==> config.mk <==
export PLATFORM = sky130hd
export DESIGN_NAME = scc_current_ctrl
export DESIGN_NICKNAME = d
export VERILOG_FILES = /design/src/rtl/scc_pkg.sv /design/src/rtl/scc_current_ctrl.sv
export SDC_FILE = /design/constraint.sdc
export NUM_CORES = 1
export LEC_CHECK = 0
export ABC_AREA = 1
export BUFFER_PORTS_ARGS = -buffer_cell sky130_fd_sc_hd__buf_4
export CORE_MARGIN = 2
export CORE_UTILIZATION = 42
export CTS_CLUSTER_DIAMETER = 150
export DETAILED_ROUTE_END_ITERATION = 10
export GPL_ROUTABILITY_DRIVEN = 0
export GPL_TIMING_DRIVEN = 0
export PLACE_DENSITY_LB_ADDON = 0.08
export SYNTH_ARGS = -nofsm -noshare
export SYNTH_HDL_FRONTEND = slang
export SYNTH_SLANG_ARGS = --single-unit
==> constraint.sdc <==
create_clock -name clk -period 14.45 [get_ports clk]
set_input_delay 0.7225 -clock clk [delete_from_list [all_inputs] [get_ports clk]]
set_output_delay 0.7225 -clock clk [all_outputs]
set_load 0.01 [all_outputs]
==> src/rtl/scc_pkg.sv <==
// constants and carrier types for the solenoid current controller
package scc_pkg;
  // timing
  localparam int CLK_PERIOD_NS = 20;
  localparam int CLK_HZ        = 1_000_000_000 / CLK_PERIOD_NS;
  localparam int WORD_BITS     = 16;
  localparam int CNT_W         = 5;
  // command word layout
  localparam logic [3:0] DRIVER_ADDR = 4'hb;
  localparam int ADDR_LSB    = 12;
  localparam int DIAG_BIT    = 11;
  localparam int DTHR_BIT    = 10;
  localparam int SEL_BIT     = 9;
  localparam int REGDIS_BIT  = 8;
  localparam int ONOFF_BIT   = 7;
  localparam int AMP_LSB     = 4;
  localparam int FREQ_LSB    = 0;
  localparam int DAC_LSB     = 0;
  // current scaling in microamps
  localparam int UA_W          = 21;
  localparam int FULL_SCALE_UA = 1_075_000;
  localparam int DAC_MAX       = 511;
  localparam int LSB_UA        = FULL_SCALE_UA / DAC_MAX;
  localparam int AMP_STEP_UA   = 50_400;
  localparam int HYST_DIV      = 20;
  // dither codes
  localparam logic [3:0] FREQ_OFF  = 4'h0;
  localparam logic [3:0] FREQ_KEEP = 4'hf;
  localparam logic [2:0] AMP_OFF   = 3'h0;
  // pin order {sclk, cs_n, mosi} and idle levels
  localparam logic [2:0] PIN_IDLE  = 3'h2;

  typedef struct packed {
    logic       diag_pullup_select;
    logic       dither_off_bit;
    logic [8:0] dac;
  } scc_setpoint_t;

  typedef struct packed {
    logic [2:0] amp;
    logic [3:0] freq;
  } scc_dither_t;

  localparam scc_setpoint_t SETPOINT_RST = '0;
  localparam scc_dither_t   DITHER_RST   = '0;

  typedef enum logic [1:0] {
    REG_DECAY = 2'b01,
    REG_RISE  = 2'b10
  } scc_reg_state_t;
endpackage

==> src/rtl/scc_current_ctrl.sv <==
// hysteretic solenoid current controller with dither, driven by spi command words
`timescale 1ns/1ns
// What this block does
// - setpoint commands average current from zero up to 1075mA without dither
// - setpoint plus amplitude at or above 1075mA suppresses dither
// - setpoint minus amplitude at or below zero suppresses dither
// - control word holds address, pull-up select, dither off, 9-bit setpoint
// - driver off until lower point, then on until upper point, repeating
// - switch points sit at plus and minus 5 percent of target
// - dither alternately raises and lowers setpoint at programmed rate
// - new amplitude or frequency applies at start of next positive half
// - regulation disable bit makes output follow plain on/off bit
// - on/off bit 1 switches output on, 0 switches it off
// - fault shutdown acts the same in both modes
// - diagnostic bit 0 selects pull-down, 1 selects pull-up source
// - dither off bit stops dither whatever amplitude and frequency
// - frequency code 0 is off, 1 onward fixed rates, 15 no change
// - amplitude code 0 is off, each step adds 50.4mA
module scc_current_ctrl
  import scc_pkg::*;
#(
  parameter int CLK_HZ_P = CLK_HZ
) (
  input  wire logic            clk,              // 50 MHz clock
  input  wire logic            reset_n,          // async reset, active low
  input  wire logic            spi_sclk,         // spi clock pin
  input  wire logic            spi_cs_n,         // spi chip select pin, active low
  input  wire logic            spi_mosi,         // spi data in pin
  input  wire logic [UA_W-1:0] sense_current_ua, // measured load current
  input  wire logic            fault_shutdown,   // protection demands output off
  output logic                 drive_on,         // low-side driver gate
  output logic                 diag_pullup_en,   // diagnostic pull-up source
  output logic                 diag_pulldown_en, // diagnostic pull-down source
  output logic                 dither_active,    // dither applied to target
  output logic [UA_W-1:0]      target_ua         // current target after dither
);
  localparam int HALF_W = $clog2(CLK_HZ_P / 100 + 1);

  if (CLK_HZ_P < 1064) begin : g_bad_clk
    $error("clock too slow for dither rates");
  end

  function automatic logic [HALF_W-1:0] half_len(input logic [3:0] code);
    case (code)
      4'h1:    return HALF_W'(CLK_HZ_P / 100);
      4'h2:    return HALF_W'(CLK_HZ_P / 200);
      4'h3:    return HALF_W'(CLK_HZ_P / 300);
      4'h4:    return HALF_W'(CLK_HZ_P / 400);
      4'h5:    return HALF_W'(CLK_HZ_P / 500);
      4'h6:    return HALF_W'(CLK_HZ_P / 600);
      4'h7:    return HALF_W'(CLK_HZ_P / 700);
      4'h8:    return HALF_W'(CLK_HZ_P / 800);
      4'h9:    return HALF_W'(CLK_HZ_P / 900);
      4'ha:    return HALF_W'(CLK_HZ_P / 1000);
      4'hb:    return HALF_W'(CLK_HZ_P / 266);
      4'hc:    return HALF_W'(CLK_HZ_P / 332);
      4'hd:    return HALF_W'(CLK_HZ_P / 466);
      4'he:    return HALF_W'(CLK_HZ_P / 532);
      default: return HALF_W'(1);
    endcase
  endfunction

  // pin synchronisers, three stages
  logic [2:0] pin_s1, pin_s2, pin_s3, pin_f, pin_d;
  wire  [2:0] pin_raw    = {spi_sclk, spi_cs_n, spi_mosi};
  wire  [2:0] pin_differ = pin_s2 ^ pin_s3;
  wire  [2:0] next_pin_f = (pin_s2 & ~pin_differ) | (pin_f & pin_differ);

  always_ff @(posedge clk or negedge reset_n) begin
    if (!reset_n) begin
      pin_s1 <= PIN_IDLE;
      pin_s2 <= PIN_IDLE;
      pin_s3 <= PIN_IDLE;
      pin_f  <= PIN_IDLE;
      pin_d  <= PIN_IDLE;
    end else begin
      pin_s1 <= pin_raw;
      pin_s2 <= pin_s1;
      pin_s3 <= pin_s2;
      pin_f  <= next_pin_f;
      pin_d  <= pin_f;
    end
  end

  wire sclk_rise = pin_f[2] & ~pin_d[2];
  wire cs_rise   = pin_f[1] & ~pin_d[1];
  wire cs_low    = ~pin_f[1];

  // word shifter, mode 0, msb first
  logic [WORD_BITS-1:0] shift;
  logic [CNT_W-1:0]     bit_cnt;
  wire word_done = cs_rise && (bit_cnt == CNT_W'(WORD_BITS));
  wire addr_hit  = shift[ADDR_LSB +: 4] == DRIVER_ADDR;
  wire wr_setpt  = word_done && addr_hit && !shift[SEL_BIT];
  wire wr_dither = word_done && addr_hit && shift[SEL_BIT];

  always_ff @(posedge clk or negedge reset_n) begin
    if (!reset_n) begin
      shift   <= '0;
      bit_cnt <= '0;
    end else if (!cs_low) begin
      bit_cnt <= '0;
    end else if (sclk_rise) begin
      shift   <= {shift[WORD_BITS-2:0], pin_f[0]};
      bit_cnt <= (bit_cnt > CNT_W'(WORD_BITS)) ? bit_cnt : bit_cnt + CNT_W'(1);
    end
  end

  // command registers
  scc_setpoint_t setpt;
  scc_dither_t   pend, applied;
  logic          reg_dis, onoff;
  wire [3:0] new_freq = (shift[FREQ_LSB +: 4] == FREQ_KEEP) ? pend.freq
                                                          : shift[FREQ_LSB +: 4];

  always_ff @(posedge clk or negedge reset_n) begin
    if (!reset_n) begin
      setpt   <= SETPOINT_RST;
      pend    <= DITHER_RST;
      reg_dis <= 1'b0;
      onoff   <= 1'b0;
    end else if (wr_setpt) begin
      setpt <= '{shift[DIAG_BIT], shift[DTHR_BIT], shift[DAC_LSB +: 9]};
    end else if (wr_dither) begin
      pend    <= '{shift[AMP_LSB +: 3], new_freq};
      reg_dis <= shift[REGDIS_BIT];
      onoff   <= shift[ONOFF_BIT];
    end
  end

  // dither half-cycle timing
  logic [HALF_W-1:0] half_cnt;
  logic              phase_pos;
  wire dither_run = (applied.freq != FREQ_OFF) && (applied.amp != AMP_OFF);
  wire half_end   = half_cnt >= half_len(applied.freq) - HALF_W'(1);

  always_ff @(posedge clk or negedge reset_n) begin
    if (!reset_n) begin
      applied   <= DITHER_RST;
      half_cnt  <= '0;
      phase_pos <= 1'b1;
    end else if (!dither_run) begin
      applied   <= pend;
      half_cnt  <= '0;
      phase_pos <= 1'b1;
    end else if (half_end) begin
      half_cnt  <= '0;
      phase_pos <= ~phase_pos;
      if (!phase_pos) begin
        applied <= pend;
      end
    end else begin
      half_cnt <= half_cnt + HALF_W'(1);
    end
  end

  // target and dither lockout
  wire [UA_W-1:0] dac_ua  = UA_W'(setpt.dac * LSB_UA);
  wire [UA_W-1:0] amp_ua  = UA_W'(applied.amp * AMP_STEP_UA);
  wire [UA_W:0]   sum_ua  = {1'b0, dac_ua} + {1'b0, amp_ua};
  wire            lock_hi = sum_ua >= (UA_W+1)'(FULL_SCALE_UA);
  wire            lock_lo = dac_ua <= amp_ua;
  wire next_dither = dither_run && !setpt.dither_off_bit && !lock_hi && !lock_lo;
  wire [UA_W-1:0] next_target = !next_dither ? dac_ua
                              : phase_pos    ? UA_W'(sum_ua)
                              : dac_ua - amp_ua;

  // hysteretic switch points
  wire [UA_W-1:0] band   = target_ua / UA_W'(HYST_DIV);
  wire [UA_W:0]   upper  = {1'b0, target_ua} + {1'b0, band};
  wire [UA_W-1:0] lower  = target_ua - band;
  wire            at_low = (sense_current_ua <= lower) && (target_ua != '0);
  wire            at_up  = {1'b0, sense_current_ua} >= upper;

  scc_reg_state_t state, next_state;
  always_comb begin
    case (state)
      REG_DECAY: next_state = at_low ? REG_RISE : REG_DECAY;
      REG_RISE:  next_state = at_up ? REG_DECAY : REG_RISE;
      default:   next_state = REG_DECAY;
    endcase
  end

  wire next_drive = !fault_shutdown && (reg_dis ? onoff : (state == REG_RISE));

  always_ff @(posedge clk or negedge reset_n) begin
    if (!reset_n) begin
      state            <= REG_DECAY;
      target_ua        <= '0;
      dither_active    <= 1'b0;
      drive_on         <= 1'b0;
      diag_pullup_en   <= 1'b0;
      diag_pulldown_en <= 1'b1;
    end else begin
      state            <= next_state;
      target_ua        <= next_target;
      dither_active    <= next_dither;
      drive_on         <= next_drive;
      diag_pullup_en   <= setpt.diag_pullup_select;
      diag_pulldown_en <= !setpt.diag_pullup_select;
    end
  end
endmodule

# After elaboration in Yosys (flattened, before gate mapping)
# Memories as Yosys holds them, arrays and structs flattened.
# Cells that the tools add are included.
totals:
  regBits: 110
  rom_bits: 304
  input_bits: 27
  output_inout_bits: 25
  word_cells: 103
  memories: 1
mem_list:
  columns: ["memory", "words", "word_bits", "rd", "rd_ports_with_merged_regs", "wr", "line_no", "text"]
  rows:
  - ["(no name shown)", 16, 19, 1, 0, 0, "scc_current_ctrl.sv:44", "case (code)"]
classes:
  addsub: 7
  mul: 2
  n_div: 1
  magnitude_cmp: 6
  eq_ne: 8
  n_mux: 16
  bitwise: 13
  reduce_logical: 25
ops:
  columns: ["cell", "count"]
  rows:
  - ["$mux W21", 2]
  - ["$mux W19", 2]
  - ["$add A21 B19 Y22", 1]
  - ["$add A21 B21 Y22", 1]
  - ["$ge A21 B22 Y1", 1]
  - ["$ge A22 B21 Y1 const B", 1]
  - ["$div A21 B5 Y21 const B", 1]
  - ["$le A21 B19 Y1", 1]
  - ["$le A21 B21 Y1", 1]
  - ["$mul A9 B12 Y21 const B", 1]
  - ["$mux W7", 3]
  - ["$reduce_bool A21 Y1", 1]
  - ["$sub A21 B19 Y21", 1]
  - ["$sub A21 B21 Y21", 1]
  - ["$add A19 B1 Y19 const B", 1]
  - ["$ge A19 B19 Y1", 1]
  - ["$sub A19 B1 Y19 const B", 1]
  - ["$mux W5", 3]
  - ["$mul A3 B11 Y14 const B", 1]
  - ["$logic_and A1 B1 Y1", 10]
  - ["$eq A4 B4 Y1 const B", 2]
  - ["$reduce_and A2 Y1", 4]
  - ["$and A3 B3 Y3", 2]
  - ["$logic_not A1 Y1", 6]
  - ["19 further kinds", 29]

# Logic depth before layout (Yosys ltp)
logic_depth:
  depth_word: 7
  depth_mapped: 107
  mapped_depth_nobuf: 107

# Worst setup path after synthesis
# No wires, ideal clock.
synth_timing:
  kind: "register to register"
  startpoint: "reg target_ua[19]"
  endpoint: "reg state[0]"
  setup_ns: 0.083
  t_arrival_ns: 9.100
  required_ns: 14.367
  setup_slack_ns: 5.266
  stages_incl_launch_ff: 95
  path_buffers: 0
  synth_period_minus_slack_ns: 9.184
  cell_sequence: "dfrtp_1 > nor2_1 > inv_2 > nor2_1 > inv_2 > nand2_2 > nand2_1 > nand2_2 > inv_4 > nand2_4 > inv_2 > nor2_2 > clkinv_4 > nand3_2 > nand3_1 > nand2_4 > nand2_2 > nand2_2 > (+59 left out) > inv_1 > a21oi_1 > o31ai_1 > nand3_1 > nand2_1 > nand2_1 > nand2_1 > nand2_1 > nand2_1 > nor2_1 > xor2_1 > ha_1 > nand4_1 > nor4_1 > nand4_1 > o21ai_0 > o21ai_0 > a221o_1"
synth_via:
  elab_chain_cells: 6
  word_cells_on_any_way: 10
  classes_between: "add/sub (2); div (1); order compare (2); mux (3); reduce/logical (2)"
synth_rtl:
  columns: ["element", "line_no", "text"]
  rows:
  - ["start, declared", "scc_current_ctrl.sv:35", "output logic [UA_W-1:0] target_ua"]
  - ["start signal, assigned", "scc_current_ctrl.sv:196", "target_ua <= next_target;"]
  - ["$div A21 B5 Y21", "scc_current_ctrl.sv:169", "wire [UA_W-1:0] band = target_ua / UA_W'(HYST_DIV);"]
  - ["$sub A21 B21 Y21", "scc_current_ctrl.sv:171", "wire [UA_W-1:0] lower = target_ua - band;"]
  - ["$le A21 B21 Y1", "scc_current_ctrl.sv:172", "wire at_low = (sense_current_ua <= lower) && (target_ua != '0);"]
  - ["$logic_and A1 B1 Y1", "scc_current_ctrl.sv:172", null]
  - ["$mux W2", "scc_current_ctrl.sv:178", "REG_DECAY: next_state = at_low ? REG_RISE : REG_DECAY;"]
  - ["$pmux W2 S2 *", "scc_current_ctrl.sv:177", "case (state)"]
  - ["net next_state[0]", "scc_current_ctrl.sv:175", "scc_reg_state_t state, next_state;"]
  - ["end signal, assigned", "scc_current_ctrl.sv:195", "state <= next_state;"]
  - ["end, declared", "scc_current_ctrl.sv:175", null]
# Mark *: on every way through the listed nets, which the timed path passes. The rest lies on a longest branch.
# A chain may end at the register's enable or synchronous reset.

# Worst setup path in the final report
layout_timing:
  startpoint: "reg target_ua[18]"
  endpoint: "reg state[0]"
# Same word-level chain as after synthesis.

==> results.toml <==
[run_status]
outcome = "completed"

[timing]
finClkSkew_ns = 0.0156
min_period_ns = 11.27
tightest_slew_ns = 0.643
timing.fmax_ghz = 0.0887
hold_viol = 0
fin_tns_setup_ns = 0
finalSetupViolCount = 0
slew_headroom_pct = 56.7
rsz0062_at_grt = "false"
finalCritPeriodShare_pct = 78.0
slew_viol_final = 0

[critical_path]
critical_path.max_fanout = 7
crit_path_top_delay_cell = "nor4_1"
cp-end-kind = "flip-flop"
path_common_cell = "nand2_1"
crit_type = "reg2reg"
critPathArrivalTime_ns = 11.58
cp.required_ns = 14.75
cp-start-kind = "flip-flop"
cpPeakStageDelay_ns = 0.51

[floorplan]
rows = 62
die_h_um = 174
dieArea_um2 = 30200
core-area_um2 = 28500
dieWidth_um = 174
ios = 52
initial_utilization_pct = 42.4

[pwr]
p_seq_share_pct = 51.5
clockPowerShare_pct = 40.7
p_int_w = 0.000463
leakage_nw = 7.04
switchingPower_w = 0.000177
power_frac_comb_pct = 7.8
swShare_pct = 27.6
vdd_drop_max_mv = 0.0528
powerDensity_nw_per_um2 = 48.1

[cells_and_area]
fin_util_pct = 46.6
area_growth_pct = 9.96
layout-drive-gt1-share_pct = 11.5
nNetsFinal = 1906
antenna_cells = 0

[synthesis]
synth_xor_area_share_pct = 6.73
ys.flop_type = "dfrtp_1"
synthAdderAreaFrac_pct = 24.4
yosysMostFrequentCell = "nand2_1"
synth-compound-area-share_pct = 13.4
synth_commonest_cells = "nand2_1 (260), inv_1 (244), ha_1 (186)"
synthCells = 1600
yosys.area_share.simple_pct = 23.7
synth_async_sr_flop_share_pct = 100
synth_edf_count = 0
seq_area_frac_synth_pct = 22.6
synthesis.area_um2 = 12100
synth_mux_area_share_pct = 0
avgSynthCellArea_um2 = 7.57
synth.largest_area_cell = "dfrtp_1"
ys_seq_elements = 109
synth_top_area_share_pct = 20.9
yosys-top-cells-area = "dfrtp_1 (21%), ha_1 (19%), nand2_1 (8.1%)"
yosysWarningCount = 0
synth_top_family_by_area = "adder cells"
syn-num-nets = 1843
ys_types = 57

[clock_tree]
cts_hold_buf = 0
clk_path_buf_depth = 2
clk_pin_slew_ns = 0.09
post_cts_resized = 0
post-cts-setup-buffers = 0
clk_latency_ns = 0.37
cts-root-buf = "clkbuf_16"
cts_buffers = 9
cts_tree = "done"
h-tree-depth = 3
clock-sinks = 109

[grt]
antenna_found_initial = 0
globalRouteOverflowTotal = 0
grt_first_pass_wirelength_um = 46000
grt_pass1_vias = 9770
grt_usage_pct = 18.4
grt_max_degree = 97

[place]
dp_hpwl_um = 22600
port_buffers = 51

[run]
cap_violations = 0

[routing]
wirelength_um = 27200
drcViolationCount = 0
drt_iter0_drc = 445
first_pass_iters = 5
viasPerCell = 4.96
vias = 10200
wl_per_cell_um = 13.2
drtAntennaViolNets = 0

[hold_path]
hold_path.class = "in2async"
-- final cells by class --
cell class,count,area (µm²)
plain buffers,20,76.3
clock buffers,9,225
clock inverters,7,86.3
fillers,2951,15200
inverters,272,1030
multi-input cells,1199,8260
flip-flops and latches,109,2740
well taps,384,480
repair buffers,52,414
-- metrics by stage --
step                      instance area, µm²  instances  power [W]  setup slack, ns  hold WS (ns)
after detailed placement               13000       2036   0.000386             2.98         0.342
final                                  13300       2052   0.000640             3.18         0.172
after global placement                 13000       2035   0.000384             3.14         0.334
after global routing                   13300       2052   0.000673             1.91         0.169
after CTS                              13300       2052   0.000651             2.97         0.166
after floorplan                        12100       1600   0.000359             5.27         0.331
-- critical path, delay by kind of cell (launching register included) --
family                   cells  cell delay (ns)
AND/OR/NAND/NOR             66             6.61
AO/OA/AOI/OAI                8             2.04
adder cells (fa/ha/maj)      3             0.97
buffers and inverters       14             0.90
flip-flops                   1             0.50
XOR/XNOR                     1             0.14
-- registers in the layout, indices dropped and copies added (netlist names), 2 cells and up, named ones only --
| signal | flops |
|---|---|
| target_ua | 21 |
| half_cnt | 19 |
| shift | 16 |
| setpt | 11 |
| applied | 7 |
| pend | 7 |
| bit_cnt | 5 |
| pin_s1 | 3 |
| pin_s2 | 3 |
| pin_s3 | 3 |
| pin_d | 2 |
| state | 2 |
-- power by group through the flow --
stage	registers, W	logic (W)	clock network, W
after CTS	0.000329	0.0000518	0.000270
after floorplan	0.000332	0.0000269	0
final	0.000329	0.0000500	0.000261
after global routing	0.000331	0.0000586	0.000283
after detailed placement	0.000335	0.0000512	0
after global placement	0.000335	0.0000492	0
-- cells in the final DEF, fill, tap and decap left out, types with 18 or more instances in the layout --
master	synthesis	final
dfrtp_1	101	101
inv_1	244	244
nand3_1	100	100
nor2_1	122	122
nand2_4	22	22
nand4_1	18	18
xor2_1	79	79
a21oi_1	113	113
fa_1	30	30
inv_2	24	24
buf_4	0	50
ha_1	186	186
nand2_1	260	260
o21ai_0	87	87
clkbuf_1	19	19
nand2_2	42	42
-- logic make-up (layout without fill, tap and decap cells) --
kind of cell,count (synthesis),count (layout)
simple gates,607,607
xor+xnor,93,93
fa+ha+maj,219,219
buf+inv,292,360
compound gates,280,280
flops,109,109
-- worst paths after layout --
check                         startpoint            end  slack, ns  cells past startpoint
max in group asynchronous        reset_n       pin_d[1]      13.53                      2
hold / removal                   reset_n  target_ua[10]       0.17                      1
setup / recovery           target_ua[18]       state[0]       3.18                     92
min in group clk               pin_s1[2]      pin_s2[2]       0.36                      0
setup reg to reg           target_ua[18]       state[0]       3.18                     92
hold reg to reg                pin_s1[2]      pin_s2[2]       0.36                      0
-- routing by layer --
layer	global-route usage [%]	vias up	share of wire, %	wire length (µm)
met5	0	-	0	0
li1	-	5370	-	-
met2	32.3	122	48	13100
met3	1.49	26	2.4	643
met1	24.1	4656	48	12900
met4	5.25	0	1.9	510
No activity file was read; power rests on OpenSTA's default activity.
